## config.mk

```make
export PLATFORM = sky130hd
export DESIGN_NAME = bcu_branch_unit
export DESIGN_NICKNAME = d
export VERILOG_FILES = /design/src/verilog/bcu_pkg.sv /design/src/verilog/bcu_branch_unit.sv /design/src/verilog/bcu_cond_eval.sv
export SDC_FILE = /design/constraint.sdc
export NUM_CORES = 1
export LEC_CHECK = 0
export BUFFER_PORTS_ARGS = -buffer_cell sky130_fd_sc_hd__buf_2
export CELL_PAD_IN_SITES_DETAIL_PLACEMENT = 0
export CELL_PAD_IN_SITES_GLOBAL_PLACEMENT = 2
export CORE_ASPECT_RATIO = 0.7
export CORE_MARGIN = 1.5
export CORE_UTILIZATION = 34
export CTS_CLUSTER_DIAMETER = 150
export DETAILED_ROUTE_END_ITERATION = 12
export HOLD_SLACK_MARGIN = 0.08
export PLACE_DENSITY_LB_ADDON = 0.1
export SETUP_SLACK_MARGIN = 0.2
export SYNTH_ARGS = -nofsm -noshare
export SYNTH_HDL_FRONTEND = slang
export SYNTH_HIERARCHICAL = 1
export SYNTH_SLANG_ARGS = --single-unit
```

## constraint.sdc

```tcl
create_clock -name i_clk -period 2.95 [get_ports i_clk]
set_input_delay 0.1475 -clock i_clk [delete_from_list [all_inputs] [get_ports i_clk]]
set_output_delay 0.1475 -clock i_clk [all_outputs]
set_load 0.005 [all_outputs]
```

## src/verilog/bcu_pkg.sv

```systemverilog
package bcu_pkg;

    // register byte offsets on the apb window
    localparam logic [11:0] OFS_IP    = 12'h000;
    localparam logic [11:0] OFS_CS    = 12'h004;
    localparam logic [11:0] OFS_COUNT = 12'h008;
    localparam logic [11:0] OFS_FLAGS = 12'h00C;
    localparam logic [11:0] OFS_CMD   = 12'h010;
    localparam logic [11:0] OFS_TGT   = 12'h014;
    localparam logic [11:0] OFS_STAT  = 12'h018;

    // status flag positions inside the flags word
    localparam int unsigned FLG_CARRY = 0;
    localparam int unsigned FLG_ZERO  = 6;
    localparam int unsigned FLG_SIGN  = 7;
    localparam int unsigned FLG_OVF   = 11;

    // command word fields
    localparam int unsigned CMD_KIND_LSB = 0;
    localparam int unsigned CMD_KIND_W   = 5;
    localparam int unsigned CMD_DISP_LSB = 8;

    // target word fields
    localparam int unsigned TGT_OFS_LSB = 0;
    localparam int unsigned TGT_SEG_LSB = 16;

    // status word fields
    localparam int unsigned STAT_TAKEN   = 0;
    localparam int unsigned STAT_BADKIND = 1;
    localparam int unsigned STAT_JCNT_LSB = 16;

    // reset values
    localparam logic [15:0] RST_IP    = 16'h0000;
    localparam logic [15:0] RST_CS    = 16'h0000;
    localparam logic [15:0] RST_COUNT = 16'h0000;
    localparam logic [15:0] RST_FLAGS = 16'h0000;
    localparam logic [31:0] RST_TGT   = 32'h0000_0000;

    typedef enum logic [4:0] {
        branch_above_or_equal,
        branch_below,
        branch_below_or_equal,
        branch_on_carry,
        branch_on_no_carry,
        branch_count_zero,
        branch_equal,
        branch_signed_greater,
        branch_signed_greater_equal,
        branch_signed_less,
        branch_signed_less_equal,
        xfer_short,
        xfer_near,
        xfer_far,
        xfer_memptr_near,
        xfer_memptr_far,
        xfer_regptr
    } bcu_kind_t;

    localparam logic [4:0] KIND_LAST = 5'h10;

    function automatic logic [15:0] bcu_sext8(input logic [7:0] d);
        bcu_sext8 = {{8{d[7]}}, d};
    endfunction

endpackage
```

## src/verilog/bcu_branch_unit.sv

```systemverilog
module bcu_branch_unit (
    // clock and reset
    input  wire logic        i_clk,
    input  wire logic        i_sys_rst,
    // apb slave
    input  wire logic        i_psel,
    input  wire logic        i_penable,
    input  wire logic        i_pwrite,
    input  wire logic [11:0] i_paddr,
    input  wire logic [31:0] i_pwdata,
    output logic [31:0]      o_prdata,
    output logic             o_pready,
    output logic             o_pslverr,
    // architectural view
    output logic [15:0]      o_instruction_pointer,
    output logic [15:0]      o_code_segment,
    output logic             o_branch_taken
);

    logic [15:0] ip_ff;
    logic [15:0] cs_ff;
    logic [15:0] count_ff;
    logic [15:0] flags_ff;
    logic [31:0] tgt_ff;
    logic        taken_ff;
    logic        bad_ff;
    logic [15:0] jcnt_ff;
    logic        pulse_ff;
    logic [31:0] prdata_ff;

    logic [15:0] nxt_ip;
    logic [15:0] nxt_cs;
    logic [15:0] nxt_count;
    logic [15:0] nxt_flags;
    logic [31:0] nxt_tgt;
    logic        nxt_taken;
    logic        nxt_bad;
    logic [15:0] nxt_jcnt;
    logic        nxt_pulse;
    logic [31:0] nxt_prdata;

    logic        access;
    logic        mapped;
    logic        wr_en;
    logic        exec;
    logic [4:0]  cmd_kind;
    logic [7:0]  short_displacement;
    logic        w_valid;
    logic        w_taken;
    logic [31:0] rd_val;

    assign access   = i_psel && i_penable;
    assign mapped   = (i_paddr == bcu_pkg::OFS_IP)
                   || (i_paddr == bcu_pkg::OFS_CS)
                   || (i_paddr == bcu_pkg::OFS_COUNT)
                   || (i_paddr == bcu_pkg::OFS_FLAGS)
                   || (i_paddr == bcu_pkg::OFS_CMD)
                   || (i_paddr == bcu_pkg::OFS_TGT)
                   || (i_paddr == bcu_pkg::OFS_STAT);
    assign wr_en    = access && i_pwrite && mapped;
    assign exec     = wr_en && (i_paddr == bcu_pkg::OFS_CMD);
    assign cmd_kind = i_pwdata[bcu_pkg::CMD_KIND_LSB +: bcu_pkg::CMD_KIND_W];
    assign short_displacement = i_pwdata[bcu_pkg::CMD_DISP_LSB +: 8];

    // zero wait states: every access completes in its first access cycle
    assign o_pready  = 1'b1;
    assign o_pslverr = access && !mapped;

    bcu_cond_eval u_cond (
        .i_kind  (cmd_kind),
        .i_flags (flags_ff),
        .i_count (count_ff),
        .o_valid (w_valid),
        .o_taken (w_taken)
    );

    always_comb begin
        case (i_paddr)
            bcu_pkg::OFS_IP:    rd_val = {16'h0000, ip_ff};
            bcu_pkg::OFS_CS:    rd_val = {16'h0000, cs_ff};
            bcu_pkg::OFS_COUNT: rd_val = {16'h0000, count_ff};
            bcu_pkg::OFS_FLAGS: rd_val = {16'h0000, flags_ff};
            bcu_pkg::OFS_TGT:   rd_val = tgt_ff;
            bcu_pkg::OFS_STAT: begin
                rd_val = 32'h0000_0000;
                rd_val[bcu_pkg::STAT_TAKEN]          = taken_ff;
                rd_val[bcu_pkg::STAT_BADKIND]        = bad_ff;
                rd_val[bcu_pkg::STAT_JCNT_LSB +: 16] = jcnt_ff;
            end
            default:            rd_val = 32'h0000_0000;
        endcase
    end

    always_comb begin
        nxt_ip     = ip_ff;
        nxt_cs     = cs_ff;
        nxt_count  = count_ff;
        nxt_flags  = flags_ff;
        nxt_tgt    = tgt_ff;
        nxt_taken  = taken_ff;
        nxt_bad    = bad_ff;
        nxt_jcnt   = jcnt_ff;
        nxt_pulse  = 1'b0;
        // read data is caught in the setup cycle so it leaves a flop
        nxt_prdata = prdata_ff;
        if (i_psel && !i_penable && !i_pwrite) begin
            nxt_prdata = rd_val;
        end
        if (wr_en) begin
            case (i_paddr)
                bcu_pkg::OFS_IP:    nxt_ip    = i_pwdata[15:0];
                bcu_pkg::OFS_CS:    nxt_cs    = i_pwdata[15:0];
                bcu_pkg::OFS_COUNT: nxt_count = i_pwdata[15:0];
                bcu_pkg::OFS_FLAGS: nxt_flags = i_pwdata[15:0];
                bcu_pkg::OFS_TGT:   nxt_tgt   = i_pwdata;
                bcu_pkg::OFS_CMD: begin
                    // flags, count and target stay put on every jump
                    nxt_bad   = !w_valid;
                    nxt_taken = w_valid && w_taken;
                    nxt_pulse = w_valid && w_taken;
                    if (w_valid && w_taken) begin
                        nxt_jcnt = jcnt_ff + 16'h0001;
                        case (bcu_pkg::bcu_kind_t'(cmd_kind))
                            bcu_pkg::xfer_far,
                            bcu_pkg::xfer_memptr_far: begin
                                nxt_ip = tgt_ff[bcu_pkg::TGT_OFS_LSB +: 16];
                                nxt_cs = tgt_ff[bcu_pkg::TGT_SEG_LSB +: 16];
                            end
                            bcu_pkg::xfer_near,
                            bcu_pkg::xfer_memptr_near,
                            bcu_pkg::xfer_regptr:
                                nxt_ip = tgt_ff[bcu_pkg::TGT_OFS_LSB +: 16];
                            default:
                                // 16-bit add drops the carry out, so the
                                // target wraps inside the same segment
                                nxt_ip = ip_ff + bcu_pkg::bcu_sext8(
                                    short_displacement);
                        endcase
                    end
                    // untaken: pointer already names the next instruction
                end
                default: ;
            endcase
        end
    end

    always_ff @(posedge i_clk) begin
        if (i_sys_rst) begin
            ip_ff     <= bcu_pkg::RST_IP;
            cs_ff     <= bcu_pkg::RST_CS;
            count_ff  <= bcu_pkg::RST_COUNT;
            flags_ff  <= bcu_pkg::RST_FLAGS;
            tgt_ff    <= bcu_pkg::RST_TGT;
            taken_ff  <= 1'b0;
            bad_ff    <= 1'b0;
            jcnt_ff   <= 16'h0000;
            pulse_ff  <= 1'b0;
            prdata_ff <= 32'h0000_0000;
        end else begin
            ip_ff     <= nxt_ip;
            cs_ff     <= nxt_cs;
            count_ff  <= nxt_count;
            flags_ff  <= nxt_flags;
            tgt_ff    <= nxt_tgt;
            taken_ff  <= nxt_taken;
            bad_ff    <= nxt_bad;
            jcnt_ff   <= nxt_jcnt;
            pulse_ff  <= nxt_pulse;
            prdata_ff <= nxt_prdata;
        end
    end

    assign o_prdata              = prdata_ff;
    assign o_instruction_pointer = ip_ff;
    assign o_code_segment        = cs_ff;
    assign o_branch_taken        = pulse_ff;

    logic cf_h;
    logic zf_h;
    logic sf_h;
    logic of_h;
    assign cf_h = flags_ff[bcu_pkg::FLG_CARRY];
    assign zf_h = flags_ff[bcu_pkg::FLG_ZERO];
    assign sf_h = flags_ff[bcu_pkg::FLG_SIGN];
    assign of_h = flags_ff[bcu_pkg::FLG_OVF];
endmodule // bcu_branch_unit

```

## src/verilog/bcu_cond_eval.sv

```systemverilog
module bcu_cond_eval (
    // decoded jump kind
    input  wire logic [4:0]  i_kind,
    // architectural state
    input  wire logic [15:0] i_flags,
    input  wire logic [15:0] i_count,
    // verdict
    output logic             o_valid,
    output logic             o_taken
);

    logic carry_flag;
    logic zero_result_flag;
    logic sign_flag;
    logic overflow_flag;

    assign carry_flag       = i_flags[bcu_pkg::FLG_CARRY];
    assign zero_result_flag = i_flags[bcu_pkg::FLG_ZERO];
    assign sign_flag        = i_flags[bcu_pkg::FLG_SIGN];
    assign overflow_flag    = i_flags[bcu_pkg::FLG_OVF];

    always_comb begin
        o_valid = (i_kind <= bcu_pkg::KIND_LAST);
        o_taken = 1'b0;
        case (bcu_pkg::bcu_kind_t'(i_kind))
            bcu_pkg::branch_above_or_equal:
                o_taken = !carry_flag;
            bcu_pkg::branch_below:
                o_taken = carry_flag;
            bcu_pkg::branch_on_carry:
                o_taken = carry_flag;
            bcu_pkg::branch_on_no_carry:
                o_taken = !carry_flag;
            bcu_pkg::branch_below_or_equal:
                o_taken = carry_flag || zero_result_flag;
            bcu_pkg::branch_count_zero:
                o_taken = (i_count == 16'h0000);
            bcu_pkg::branch_equal:
                o_taken = zero_result_flag;
            bcu_pkg::branch_signed_greater:
                o_taken = (sign_flag == overflow_flag)
                          && !zero_result_flag;
            bcu_pkg::branch_signed_greater_equal:
                o_taken = (sign_flag == overflow_flag);
            bcu_pkg::branch_signed_less:
                o_taken = (sign_flag != overflow_flag);
            bcu_pkg::branch_signed_less_equal:
                o_taken = (sign_flag != overflow_flag)
                          || zero_result_flag;
            bcu_pkg::xfer_short, bcu_pkg::xfer_near,
            bcu_pkg::xfer_far, bcu_pkg::xfer_memptr_near,
            bcu_pkg::xfer_memptr_far, bcu_pkg::xfer_regptr:
                o_taken = 1'b1;
            default:
                o_taken = 1'b0;
        endcase
    end

endmodule // bcu_cond_eval

```

# ---- Word level (Yosys, flattened, before mapping)
# Cells that the tools add are included.
dict set report totals {
  word_cells 89
  mem_bits_rw 0
  reg_bits 147
  memories 0
  out_inout_bits 67
  input_bits 49
  latch_bits 0
  rom_bits 0
}
dict set report op_classes {
  order_cmp 1
  n_mux 8
  addsub 2
  multipliers 0
  shifts 0
  bitwise 2
  eq_ne 26
  reduce_logical 40
  div_mod_pow 0
}
# op n
set ops {}
lappend ops {{$pmux W32 S6} 1}
lappend ops {{$mux W16} 4}
lappend ops {{$pmux W16 S2} 2}
lappend ops {{$eq A5 B4 Y1 const B} 8}
lappend ops {{$eq A12 B5 Y1 const B} 3}
lappend ops {{$eq A12 B4 Y1 const B} 2}
lappend ops {{$eq A5 B3 Y1 const B} 4}
lappend ops {{$add A16 B1 Y16 const B} 1}
lappend ops {{$add A16 B16 Y16} 1}
lappend ops {{$logic_not A16 Y1} 1}
lappend ops {{$eq A12 B3 Y1 const B} 1}
lappend ops {{$logic_not A12 Y1} 1}
lappend ops {{$eq A5 B2 Y1 const B} 2}
lappend ops {{$pmux W1 S10} 1}
lappend ops {{$logic_and A1 B1 Y1} 8}
lappend ops {{$logic_or A1 B1 Y1} 8}
lappend ops {{$reduce_and A2 Y1} 4}
lappend ops {{$logic_not A1 Y1} 6}
lappend ops {{$reduce_and A3 Y1} 2}
lappend ops {{$reduce_or A2 Y1} 3}
lappend ops {{$reduce_or A6 Y1} 1}
lappend ops {{$eq A5 B1 Y1 const B} 1}
lappend ops {{$eq A5 B5 Y1 const B} 1}
lappend ops {{$le A5 B5 Y1 const B} 1}
lappend ops {{9 further kinds} 12}

# ---- Logic depth before layout (Yosys ltp)
# Gate-level depths: netlist of the first run.
dict set report depth {
  ltp_word 10
  ltp_mapped 13
}

# ---- Modules after synthesis
# The synthesis of the first run kept the hierarchy.
# module cells_each n_inst area_per_inst_um2 seq_area_each_um2
set by_module_without_submodules {}
lappend by_module_without_submodules {bcu_branch_unit 911 1 7362.1 2942.8}
lappend by_module_without_submodules {bcu_cond_eval 31 1 214.0 0.0}

# ---- Worst setup path before layout of the first run
# OpenSTA, ideal clock, no wires.
dict set report synth_path {
  kind {register to register}
  from {reg flags_ff[11]}
  to {reg ip_ff[8], in the netlist o_instruction_pointer[8]}
  arrival_time_ns 2.302
  setup_time_ns 0.115
  required_ns 2.835
  setup_slack_ns 0.533
  stages_incl_launch_ff 12
  n_path_buf 1
  path_cell_list {dfxtp_1 xor2_1 a211oi_1 o31ai_1 or4_1 nand2_1 a31oi_1 and4_1 buf_2 and4_1 a31oi_1 a21bo_2}
}
dict set report synth_between {
  elab_chain_len 6
  elab_cells_between_ends 8
  classes_between {eq/ne (3); mux (1); reduce/logical (4)}
}
# element line
set synth_lines {}
lappend synth_lines {{start: declaration} bcu_branch_unit.sv:23} ;# logic [15:0] flags_ff;
lappend synth_lines {{start signal: assignment} bcu_branch_unit.sv:152} ;# flags_ff <= bcu_pkg::RST_FLAGS;
lappend synth_lines {{start signal: assignment} bcu_branch_unit.sv:163} ;# flags_ff <= nxt_flags;
lappend synth_lines {{$ne A1 B1 Y1 or $eq A1 B1 Y1 (tied branches)} -}
lappend synth_lines {{$logic_or A1 B1 Y1 or $logic_and A1 B1 Y1 (tied branches)} {bcu_cond_eval.sv:49, bcu_cond_eval.sv:42}}
lappend synth_lines {{$pmux W1 S10 *} bcu_cond_eval.sv:25} ;# case (bcu_pkg::bcu_kind_t'(i_kind))
lappend synth_lines {{named net w_taken} bcu_branch_unit.sv:49} ;# logic w_taken;
lappend synth_lines {{$logic_and A1 B1 Y1 *} bcu_branch_unit.sv:121} ;# if (w_valid && w_taken) begin
lappend synth_lines {{$ne A2 B1 Y1 (no source line) *} -}
lappend synth_lines {{$reduce_and A3 Y1 (no source line) *} -}
lappend synth_lines {{end signal: assignment} bcu_branch_unit.sv:149} ;# ip_ff <= bcu_pkg::RST_IP;
lappend synth_lines {{end signal: assignment} bcu_branch_unit.sv:160} ;# ip_ff <= nxt_ip;
lappend synth_lines {{end: declaration} bcu_branch_unit.sv:20} ;# logic [15:0] ip_ff;
# The timed path passes the listed nets; every way through them passes the cells marked *.
# A chain may end at the register's enable or synchronous reset.

# ---- Worst setup path in the final report of the first run
dict set report layout_path {
  from {in i_pwdata[8]}
  to {reg ip_ff[12], in the netlist o_instruction_pointer[12]}
}
dict set report layout_between {
  elab_chain_len 4
}
# element line
set layout_lines {}
lappend layout_lines {{start: declaration} bcu_branch_unit.sv:10} ;# input wire logic [31:0] i_pwdata,
lappend layout_lines {{$add A16 B16 Y16} bcu_branch_unit.sv:136} ;# nxt_ip = ip_ff + bcu_pkg::bcu_sext8(
lappend layout_lines {{$mux W16} bcu_branch_unit.sv:123} ;# case (bcu_pkg::bcu_kind_t'(cmd_kind))
lappend layout_lines {{$mux W16} bcu_branch_unit.sv:121}
lappend layout_lines {{$pmux W16 S2} bcu_branch_unit.sv:110} ;# case (i_paddr)
# No other way between the ends. The select of a mux whose other input is x is not followed.

==> results.py, run 1 <==
metrics = {
    "synthesis": {
        "ys_seq_area_share_pct": 38.8,
        "synth-seq-cells": 147,
        "synth_edf_count": 0,
        "synthFlopType": "dfxtp_1",
        "synth_nets": 1008,
        "netlist_instances": 942,
        "avgSynthCellArea_um2": 8.04,
        "synthesis.area_mm2": 0.00758,
        "yosysWarnings": 6,
        "ys_types": 75,
        "async_flop_share_pct": 0,
    },
    "global_route": {
        "grt_usage_pct": 25.4,
        "grt_max_degree": 80,
        "gr-total-overflow": 0,
        "grt_pass1_vias": 6905,
        "antenna_found_initial": 0,
        "grt_pass1_wl_um": 43900,
    },
    "placed_design": {
        "globalplace.congestion": 0.882,
        "placed_area_mm2": 0.00853,
        "port_buffers": 114,
        "dpl.cell_count": 1312,
        "dpl.hpwl_um": 21100,
    },
    "die": {
        "die_area_mm2": 0.0232,
        "fp-row-count": 45,
        "io_pins": 116,
        "start_util_pct": 34.8,
        "die_h_um": 128,
        "fp.dieW_um": 181,
        "core_mm2": 0.0218,
    },
    "sta": {
        "finalMaxSlewViolations": 0,
        "hold_violations": 0,
        "post-route-min-period_ps": 2590,
        "rsz0062_at_grt": "yes",
        "fmax_ghz": 0.387,
        "timing.setup.tns_ps": 0,
        "finClkSkew_ps": 8.97,
        "min_period_over_period_pct": 87.7,
        "finalSetupViolCount": 0,
        "relSlewSlack_pct": 30.3,
        "tightest_slew_ps": 1040,
    },
    "power_and_ir_drop": {
        "power.leakage_nw": 3.59,
        "vdd_drop_max_mv": 0.412,
        "power_w": 0.00467,
        "power_density_mw_per_mm2": 492,
    },
    "clock_network": {
        "htree_levels": 4,
        "cts.clk_slew.worst_paths_ps": 60,
        "cts.sinks": 147,
        "numCtsBuffers": 17,
        "cts_tree": "built",
        "cts_root_buf": "clkbuf_16",
        "insertion_delay_ps": 440,
        "cts_buffer_depth": 2,
    },
    "setup_path": {
        "worstSetupStartpoint": "i_pwdata[8]",
        "crit_arrival_ps": 2920,
        "reg2reg_from": "flags_ff[11]",
        "r2r-end": "o_instruction_pointer[8]",
        "crit_buf_inv": 3,
        "path_class": "in -> reg",
        "critPathSlowestCell": "dlygate4sd3_1",
        "crit_chain": "dlygate4sd3_1 -> buf_2 -> ha_1 -> inv_1 -> fa_1 -> nor2b_1 -> o211ai_1 -> a31o_2 -> a31oi_1 -> a311oi_1 -> o41ai_1",
        "r2r_cells": 10,
        "cp_max_fo": 6,
        "cp.depth": 11,
        "rrSetupSlack_ps": 400,
        "critPathCapture": "o_instruction_pointer[12]",
        "crit_path_end_kind": "flip-flop",
        "path_delay_family": "compound AO/OA/AOI/OAI gates",
        "worst_ep_required_time_ps": 3290,
        "crit_path_max_incr_delay_ps": 520,
        "start_kind": "input pin",
    },
    "drt": {
        "drc_errors": 0,
        "routed_via_density": 5.49,
        "ant_nets": 0,
        "wirelength_um": 28900,
        "dr.pass1.iters": 6,
        "vias": 7543,
        "drtIter0Drc": 673,
        "wl_per_cell_um": 21.1,
    },
    "finish": {
        "syn_to_final_growth_pct": 25.2,
        "layout-drive-gt1-share_pct": 19.7,
        "num-nets-final": 1144,
        "layout.cells.non_filler": 1373,
        "antenna_cells": 0,
        "final_common_cell": "nand2_1",
        "mostFrequentLayoutCells": "207 x nand2_1, 147 x dfxtp_1, 113 x buf_2",
        "stdcell_area_mm2": 0.00949,
    },
    "min_path": {
        "min_path_type": "in -> reg",
    },
    "outcome": {
        "status": "finished, final reports clean",
    },
    "flow_run": {
        "drv_cap": 0,
    },
}
## how the worst min path moves through the flow
stage / cells after the start / endpoint / from
after detailed placement: 3 / tgt_ff[26] / i_pwdata[26]
after floorplan: 2 / tgt_ff[14] / i_pwdata[14]
final: 3 / flags_ff[1] / i_pwdata[1]
after global placement: 3 / tgt_ff[19] / i_pwdata[19]
after global routing: 3 / flags_ff[2] / i_pwdata[2]
after CTS: 3 / flags_ff[2] / i_pwdata[2]
## worst register-to-register path, stage by stage, from the launching register on
cell,delay [ps]
dfxtp_1,350
xor2_1,190
a211oi_1,260
o31ai_1,90
or4_1,400
nand2_1,110
a31oi_2,160
and4_4,330
and4_1,220
a31oi_1,110
a21bo_2,230
## sequential cells by signal, indices dropped and copies added, names as in the netlist
| signal | flops |
|---|---|
| taken_ff | 1 |
| o_instruction_pointer | 16 |
| count_ff | 16 |
| o_prdata | 32 |
| jcnt_ff | 16 |
| tgt_ff | 32 |
| o_code_segment | 16 |
| o_branch_taken | 1 |
| flags_ff | 16 |
| bad_ff | 1 |
## power breakdown
group	internal [W]	switching, W	leakage, nW
sequential	0.00199	0.000000714	1.18
combinational	0.000102	0.000193	2.11
clock	0.00147	0.000921	0.304
total	0.00355	0.00112	3.59
## cells by family after synthesis
| kind of cell | count (synthesis) | share of synthesized area (%) |
|---|---|---|
| AO/OA/AOI/OAI | 257 | 22.8 |
| XOR/XNOR | 20 | 2.31 |
| adder cells (fa/ha/maj) | 17 | 2.91 |
| buffers and inverters | 76 | 4.67 |
| flip-flops | 147 | 38.8 |
| multiplexers | 35 | 4.62 |
| other | 1 | 0.0495 |
| AND/OR/NAND/NOR | 389 | 23.8 |
## final cells by class
class,instances,area [µm²]
multi-input cells,719,4330
well taps,282,353
fillers,2280,12300
repair buffers,180,1170
clock buffers,21,460
inverters,13,48.8
clock inverters,11,175
flip-flops and latches,147,2940
## through the flow
stage / setup WS (ps) / util, % / hold WS [ps]
floorplan: 533 / - / 283
global route: 175 / 43.5 / 147
CTS: 253 / 43.3 / 103
finish: 364 / 43.5 / 130
detailed placement: 188 / 39.1 / 394
global placement: 212 / 39.1 / 395
## Yosys cell counts (14+ instances only)
library cell / count / area, µm²
a22oi_1: 27 / 203
a21oi_1: 83 / 415
a22o_1: 16 / 140
nand3_1: 17 / 85.1
xnor2_1: 14 / 123
mux2i_1: 35 / 350
o21ai_0: 52 / 260
nand2_1: 207 / 777
nor2_1: 82 / 308
buf_2: 16 / 80.1
clkbuf_1: 35 / 131
dfxtp_1: 147 / 2940
a221oi_1: 16 / 140
ha_1: 16 / 200
## routing by layer
metal | vias up | part of all wire, % | GRT usage, %
met5 | - | 0 | 0
met4 | 0 | 0.74 | 6.03
met3 | 17 | 7.2 | 4.03
met2 | 251 | 39 | 34.6
met1 | 3615 | 53 | 40.5
li1 | 3660 | - | -
## repair_timing
action | in CTS | in global routing
hold buffers | 27 | 0
resized for setup | 1 | 6
hold endpoints to repair | 36 | 0
buffers inserted | 0 | 2
endpoints found under the setup margin | 1 | 16
(Power assumes the default switching activity.)
==> run 2, diff against run 1 <==
Settings changed: CORE_ASPECT_RATIO 0.7 to unset.
==> results.py, run 2 (same netlist as run 1, synthesis figures left out) <==
metrics = {
    "drt": {
        "drtIter0Drc": 455,
        "wl_per_cell_um": 20.8,
        "drc_errors": 0,
        "vias": 7449,
        "ant_nets": 0,
        "routed_via_density": 5.43,
        "wirelength_um": 28500,
        "dr.pass1.iters": 5,
    },
    "clock_network": {
        "htree_levels": 4,
        "cts.clk_slew.worst_paths_ps": 60,
        "insertion_delay_ps": 420,
        "cts_tree": "built",
        "numCtsBuffers": 17,
        "cts_root_buf": "clkbuf_16",
        "cts_buffer_depth": 2,
        "cts.sinks": 147,
    },
    "setup_path": {
        "start_kind": "input pin",
        "rrSetupSlack_ps": 310,
        "worst_ep_required_time_ps": 3210,
        "crit_path_end_kind": "flip-flop",
        "path_class": "in -> reg",
        "cp_max_fo": 8,
        "crit_arrival_ps": 2930,
    },
    "outcome": {
        "status": "finished, final reports clean",
    },
    "placed_design": {
        "port_buffers": 114,
        "dpl.hpwl_um": 20900,
        "placed_area_mm2": 0.00854,
        "place_ws_ps": 183,
        "globalplace.congestion": 0.876,
    },
    "finish": {
        "post-route-util_pct": 43.4,
        "syn_to_final_growth_pct": 24.9,
        "num-nets-final": 1144,
        "fill_cells": 2271,
        "final_common_cell": "nand2_1",
        "antenna_cells": 0,
        "mostFrequentLayoutCells": "206 x nand2_1, 146 x dfxtp_1, 112 x buf_2",
        "layout-drive-gt1-share_pct": 20.1,
        "stdcell_area_mm2": 0.00946,
    },
    "sta": {
        "worst_slack_ps": 282,
        "timing.setup.tns_ps": 0,
        "tightest_slew_ps": 997,
        "fmax_ghz": 0.375,
        "finalMaxSlewViolations": 0,
        "finClkSkew_ps": 11.5,
        "min_period_over_period_pct": 90.4,
        "finalSetupViolCount": 0,
        "relSlewSlack_pct": 33.5,
        "hold_violations": 0,
        "post-route-min-period_ps": 2670,
        "rsz0062_at_grt": "yes",
    },
    "die": {
        "die_h_um": 152,
        "die_area_mm2": 0.0232,
        "core_mm2": 0.0218,
        "fp.dieW_um": 152,
        "start_util_pct": 34.7,
        "io_pins": 116,
        "fp-row-count": 54,
    },
    "power_and_ir_drop": {
        "p_int_w": 0.00338,
        "p_clk_share_pct": 49.2,
        "vdd_drop_max_mv": 0.350,
        "power_density_mw_per_mm2": 475,
        "pwr-share-comb_pct": 6.7,
        "power.leakage_nw": 3.58,
        "power_switching_w": 0.00112,
        "netSwitchingFraction_pct": 24.9,
        "power_frac_seq_pct": 44.1,
    },
    "min_path": {
        "min_path_type": "in -> reg",
    },
    "flow_run": {
        "drv_cap": 0,
    },
    "global_route": {
        "grt_max_degree": 84,
        "gr-total-overflow": 0,
        "grt_pass1_vias": 7258,
        "grt_usage_pct": 24.5,
        "antenna_found_initial": 1,
        "grt_pass1_wl_um": 43700,
    },
}
-- run 2: changes by cell type in the layout (fill, tap and decap cells not counted), sizes merged --
cell,before,now
inv,14,18
bufinv,4,2
clkinv,4,2
dlygate4sd3,27,25
buf,153,154
clkinvlp,2,3
-- run 2: power by group through the flow --
stage | logic (W) | clock network [W] | registers, W
6_report | 0.000301 | 0.00221 | 0.00199
4_1_cts | 0.000295 | 0.00226 | 0.00199
2_1_floorplan | 0.000132 | 0 | 0.00203
5_1_grt | 0.000322 | 0.00236 | 0.00198
3_5_place_dp | 0.000268 | 0 | 0.00203
3_3_place_gp | 0.000270 | 0 | 0.00203
-- run 2: metrics by stage --
| stage | hold WS (ps) | std cells | total power, W |
|---|---|---|---|
| 6_report | 112 | 1371 | 0.00450 |
| 5_1_grt | 107 | 1371 | 0.00467 |
| 4_1_cts | 80.9 | 1369 | 0.00454 |
| 3_5_place_dp | 397 | 1312 | 0.00230 |
| 3_3_place_gp | 393 | 1312 | 0.00230 |
| 2_1_floorplan | 283 | 942 | 0.00216 |
-- run 2: final timing paths --
| check | start | to | cells after the start |
|---|---|---|---|
| max | i_pwdata[0] | jcnt_ff[15] | 13 |
| min | i_pwdata[4] | tgt_ff[4] | 3 |
| max reg2reg | count_ff[0] | jcnt_ff[15] | 11 |
| min reg2reg | o_prdata[4] | o_prdata[4] | 2 |
-- run 2: worst max-delay path: stages --
cell           delay [ps]
dlygate4sd3_1         530
clkbuf_4              200
o41ai_4               380
nand2_1               130
nor3_1                230
or4_1                 180
nand2_2               110
nor2_1                110
buf_4                 180
nand4b_2              210
nor4_1                290
xnor2_1               160
nor2_1                 60
-- run 2: layer usage --
| metal | routed length (µm) | share of wire (%) | track usage, % | up-vias |
|---|---|---|---|---|
| li1 | - | - | - | 3652 |
| met1 | 13500 | 47 | 33.6 | 3572 |
| met2 | 13300 | 47 | 39.5 | 195 |
| met3 | 1220 | 4.3 | 4.35 | 28 |
| met4 | 435 | 1.5 | 6.66 | 2 |
| met5 | 12 | 0.042 | 0 | - |
-- run 2: area by class of cell --
cell class / instances / area (µm²) / area share, %
Inverter: 13 / 48.8 / 0.516
Tap cell: 280 / 350 / 3.70
Multi-Input combinational cell: 719 / 4350 / 46.0
Clock buffer: 20 / 447 / 4.72
Sequential cell: 147 / 2940 / 31.1
Clock inverter: 12 / 146 / 1.55
Timing Repair Buffer: 180 / 1170 / 12.4
-- run 2: what timing repair did --
action / 4_1_cts / 5_1_grt
resized for setup: 4 / 9
hold buffers: 25 / 0
buffers inserted: 0 / 2
setup endpoints to repair: 6 / 17
hold endpoints to repair: 33 / 0
pin swaps: 0 / 1
==> run 3, diff against run 2 <==
Settings changed: ABC_AREA set to 1, CORE_UTILIZATION 34 to 31.
==> results.py, run 3 <==
metrics = {
    "outcome": {
        "status": "finished, final reports clean",
    },
    "drt": {
        "routed-wl-met2_um": 14700,
        "drtIter0Drc": 517,
        "wl_met3_um": 1050,
        "top_layer_used": "met4",
        "vias": 8981,
        "wl_per_cell_um": 16.7,
        "routed_via_density": 4.73,
        "ant_nets": 0,
        "wirelength_um": 31700,
        "wl_met1_um": 15400,
        "drc_errors": 0,
        "dr.pass1.iters": 5,
    },
    "setup_path": {
        "path_class": "reg -> reg",
        "crit_path_end_kind": "flip-flop",
        "worst_ep_required_time_ps": 3270,
        "rrSetupSlack_ps": 560,
        "start_kind": "flip-flop",
        "crit_arrival_ps": 2710,
        "cp_max_fo": 8,
    },
    "finish": {
        "post-route-util_pct": 38.4,
        "final_common_cell": "nand2_1",
        "layout-drive-gt1-share_pct": 13.4,
        "num-nets-final": 1610,
        "antenna_cells": 0,
        "mostFrequentLayoutCells": "403 x nand2_1, 268 x nor2_1, 185 x inv_1",
        "syn_to_final_growth_pct": 21.7,
    },
    "power_and_ir_drop": {
        "p_int_w": 0.00331,
        "power.leakage_nw": 5.13,
        "pwr-share-comb_pct": 6.5,
        "power_w": 0.00454,
        "p_clk_share_pct": 49.7,
        "power_switching_w": 0.00123,
        "vdd_drop_max_mv": 0.285,
        "power_frac_seq_pct": 43.7,
        "netSwitchingFraction_pct": 27.0,
        "power_density_mw_per_mm2": 438,
    },
    "synthesis": {
        "avgSynthCellArea_um2": 6.04,
        "yosysTopAreaCellShare_pct": 34.6,
        "synth_top_cell_by_area": "dfxtp_1",
        "async_flop_share_pct": 0,
        "synth-seq-cells": 147,
        "synth.area.top_cells": "dfxtp_1 35%, nand2_1 18%, nor2_1 12%",
        "synth.most_common_cell": "nand2_1",
        "netlist_instances": 1411,
        "synthFlopType": "dfxtp_1",
        "ys_seq_area_share_pct": 34.6,
        "synthesis.area_mm2": 0.00852,
        "yosysWarnings": 6,
        "synth_edf_count": 0,
        "synthTopCellsByCount": "403 x nand2_1, 268 x nor2_1, 185 x inv_1",
        "ys_types": 43,
        "synth_nets": 1477,
    },
    "die": {
        "io_pins": 116,
        "fp.dieW_um": 169,
        "fp-row-count": 60,
        "core_mm2": 0.0270,
        "die_h_um": 169,
        "start_util_pct": 31.6,
        "die_area_mm2": 0.0285,
    },
    "clock_network": {
        "cts_tree": "built",
        "cts_root_buf": "clkbuf_16",
        "cts.sinks": 147,
        "htree_levels": 4,
        "cts.clk_slew.worst_paths_ps": 70,
        "holdBufCountCts": 25,
        "insertion_delay_ps": 430,
        "cts_resized": 0,
        "numCtsBuffers": 17,
        "postCtsSetupBuffers": 0,
        "cts_buffer_depth": 2,
    },
    "sta": {
        "tightest_slew_ps": 763,
        "finalHoldWorstSlack_ps": 84.0,
        "finalMaxSlewViolations": 0,
        "relSlewSlack_pct": 49.0,
        "hold_violations": 0,
        "worst_slack_ps": 562,
        "rsz0062_at_grt": "no",
        "finClkSkew_ps": 16.5,
        "post-route-min-period_ps": 2390,
        "min_period_over_period_pct": 81.0,
        "timing.setup.tns_ps": 0,
        "fmax_ghz": 0.419,
        "finalSetupViolCount": 0,
    },
    "min_path": {
        "min_path_type": "in -> reg",
    },
    "global_route": {
        "grt_usage_pct": 22.9,
        "gr-total-overflow": 0,
        "antenna_found_initial": 0,
        "grt_pass1_wl_um": 49800,
        "grt_max_degree": 48,
        "grt_pass1_vias": 8672,
    },
    "placed_design": {
        "place_ws_ps": 422,
        "port_buffers": 114,
        "globalplace.congestion": 0.873,
        "dpl.hpwl_um": 24000,
    },
    "flow_run": {
        "drv_cap": 0,
    },
}
==> run 3: cell count changes after synthesis, moves of 23 or more <==
cell and delta:
nand3_1 +54, inv_1 +172, nand2_1 +196, o22ai_1 +25, mux2i_1 -35, a22oi_1 -27
o21ai_0 +23, nor2_1 +186
==> run 3: cell families after synthesis <==
logic type	count (synthesis)	share of synthesized area (%)
AOI/OAI and AO/OA	180	11.3
xor gates and xnor gates	9	0.926
adders and majority gates	17	2.59
buffers and inverters	245	11.3
DFF	147	34.6
other	1	0.0440
and+or+nand+nor	812	39.3
==> run 3: power groups by stage <==
stage | Combinational (W) | Sequential (W) | Clock, W
2_1_floorplan | 0.000140 | 0.00203 | 0
3_3_place_gp | 0.000276 | 0.00203 | 0
3_5_place_dp | 0.000274 | 0.00203 | 0
4_1_cts | 0.000300 | 0.00198 | 0.00231
5_1_grt | 0.000330 | 0.00198 | 0.00240
6_report | 0.000297 | 0.00198 | 0.00226
==> run 3: worst paths after layout <==
check / startpoint / endpoint / cells past startpoint
max: count_ff[15] / jcnt_ff[10] / 14
max reg2reg: count_ff[15] / jcnt_ff[10] / 14
min: i_pwdata[10] / count_ff[10] / 3
min reg2reg: o_prdata[5] / o_prdata[5] / 2
==> run 3: routing by layer <==
| layer | up-vias | GRT usage [%] |
|---|---|---|
| met5 | - | 0 |
| met4 | 0 | 6.64 |
| met3 | 22 | 2.78 |
| met2 | 206 | 37.7 |
| met1 | 4083 | 31.2 |
| li1 | 4670 | - |
==> run 3: worst max-delay path: stages (launching register included) <==
cell	delay [ps]
dfxtp_1	310
nor2_1	100
nand2_1	120
nor2_1	120
nand2_1	90
nor2_2	80
nor2_1	50
nand2_1	70
nand2_1	80
inv_1	260
nand4_2	260
nor2_1	230
nand4_1	220
o21ai_0	220
nor2_1	60
==> run 3: final cells by class <==
type | instances | area (µm²)
Fill cell | 3022 | 16600
Multi-Input combinational cell | 1019 | 4620
Sequential cell | 147 | 2940
Timing Repair Buffer | 166 | 1050
Inverter | 193 | 724
Clock buffer | 18 | 439
Tap cell | 341 | 427
Clock inverter | 14 | 164
==> run 3: per-stage QoR <==
step / instances / area [µm²]
3_5_place_dp: 1841 / 9510
6_report: 1898 / 10400
4_1_cts: 1898 / 10400
5_1_grt: 1898 / 10400
2_1_floorplan: 1411 / 8520
3_3_place_gp: 1841 / 9510
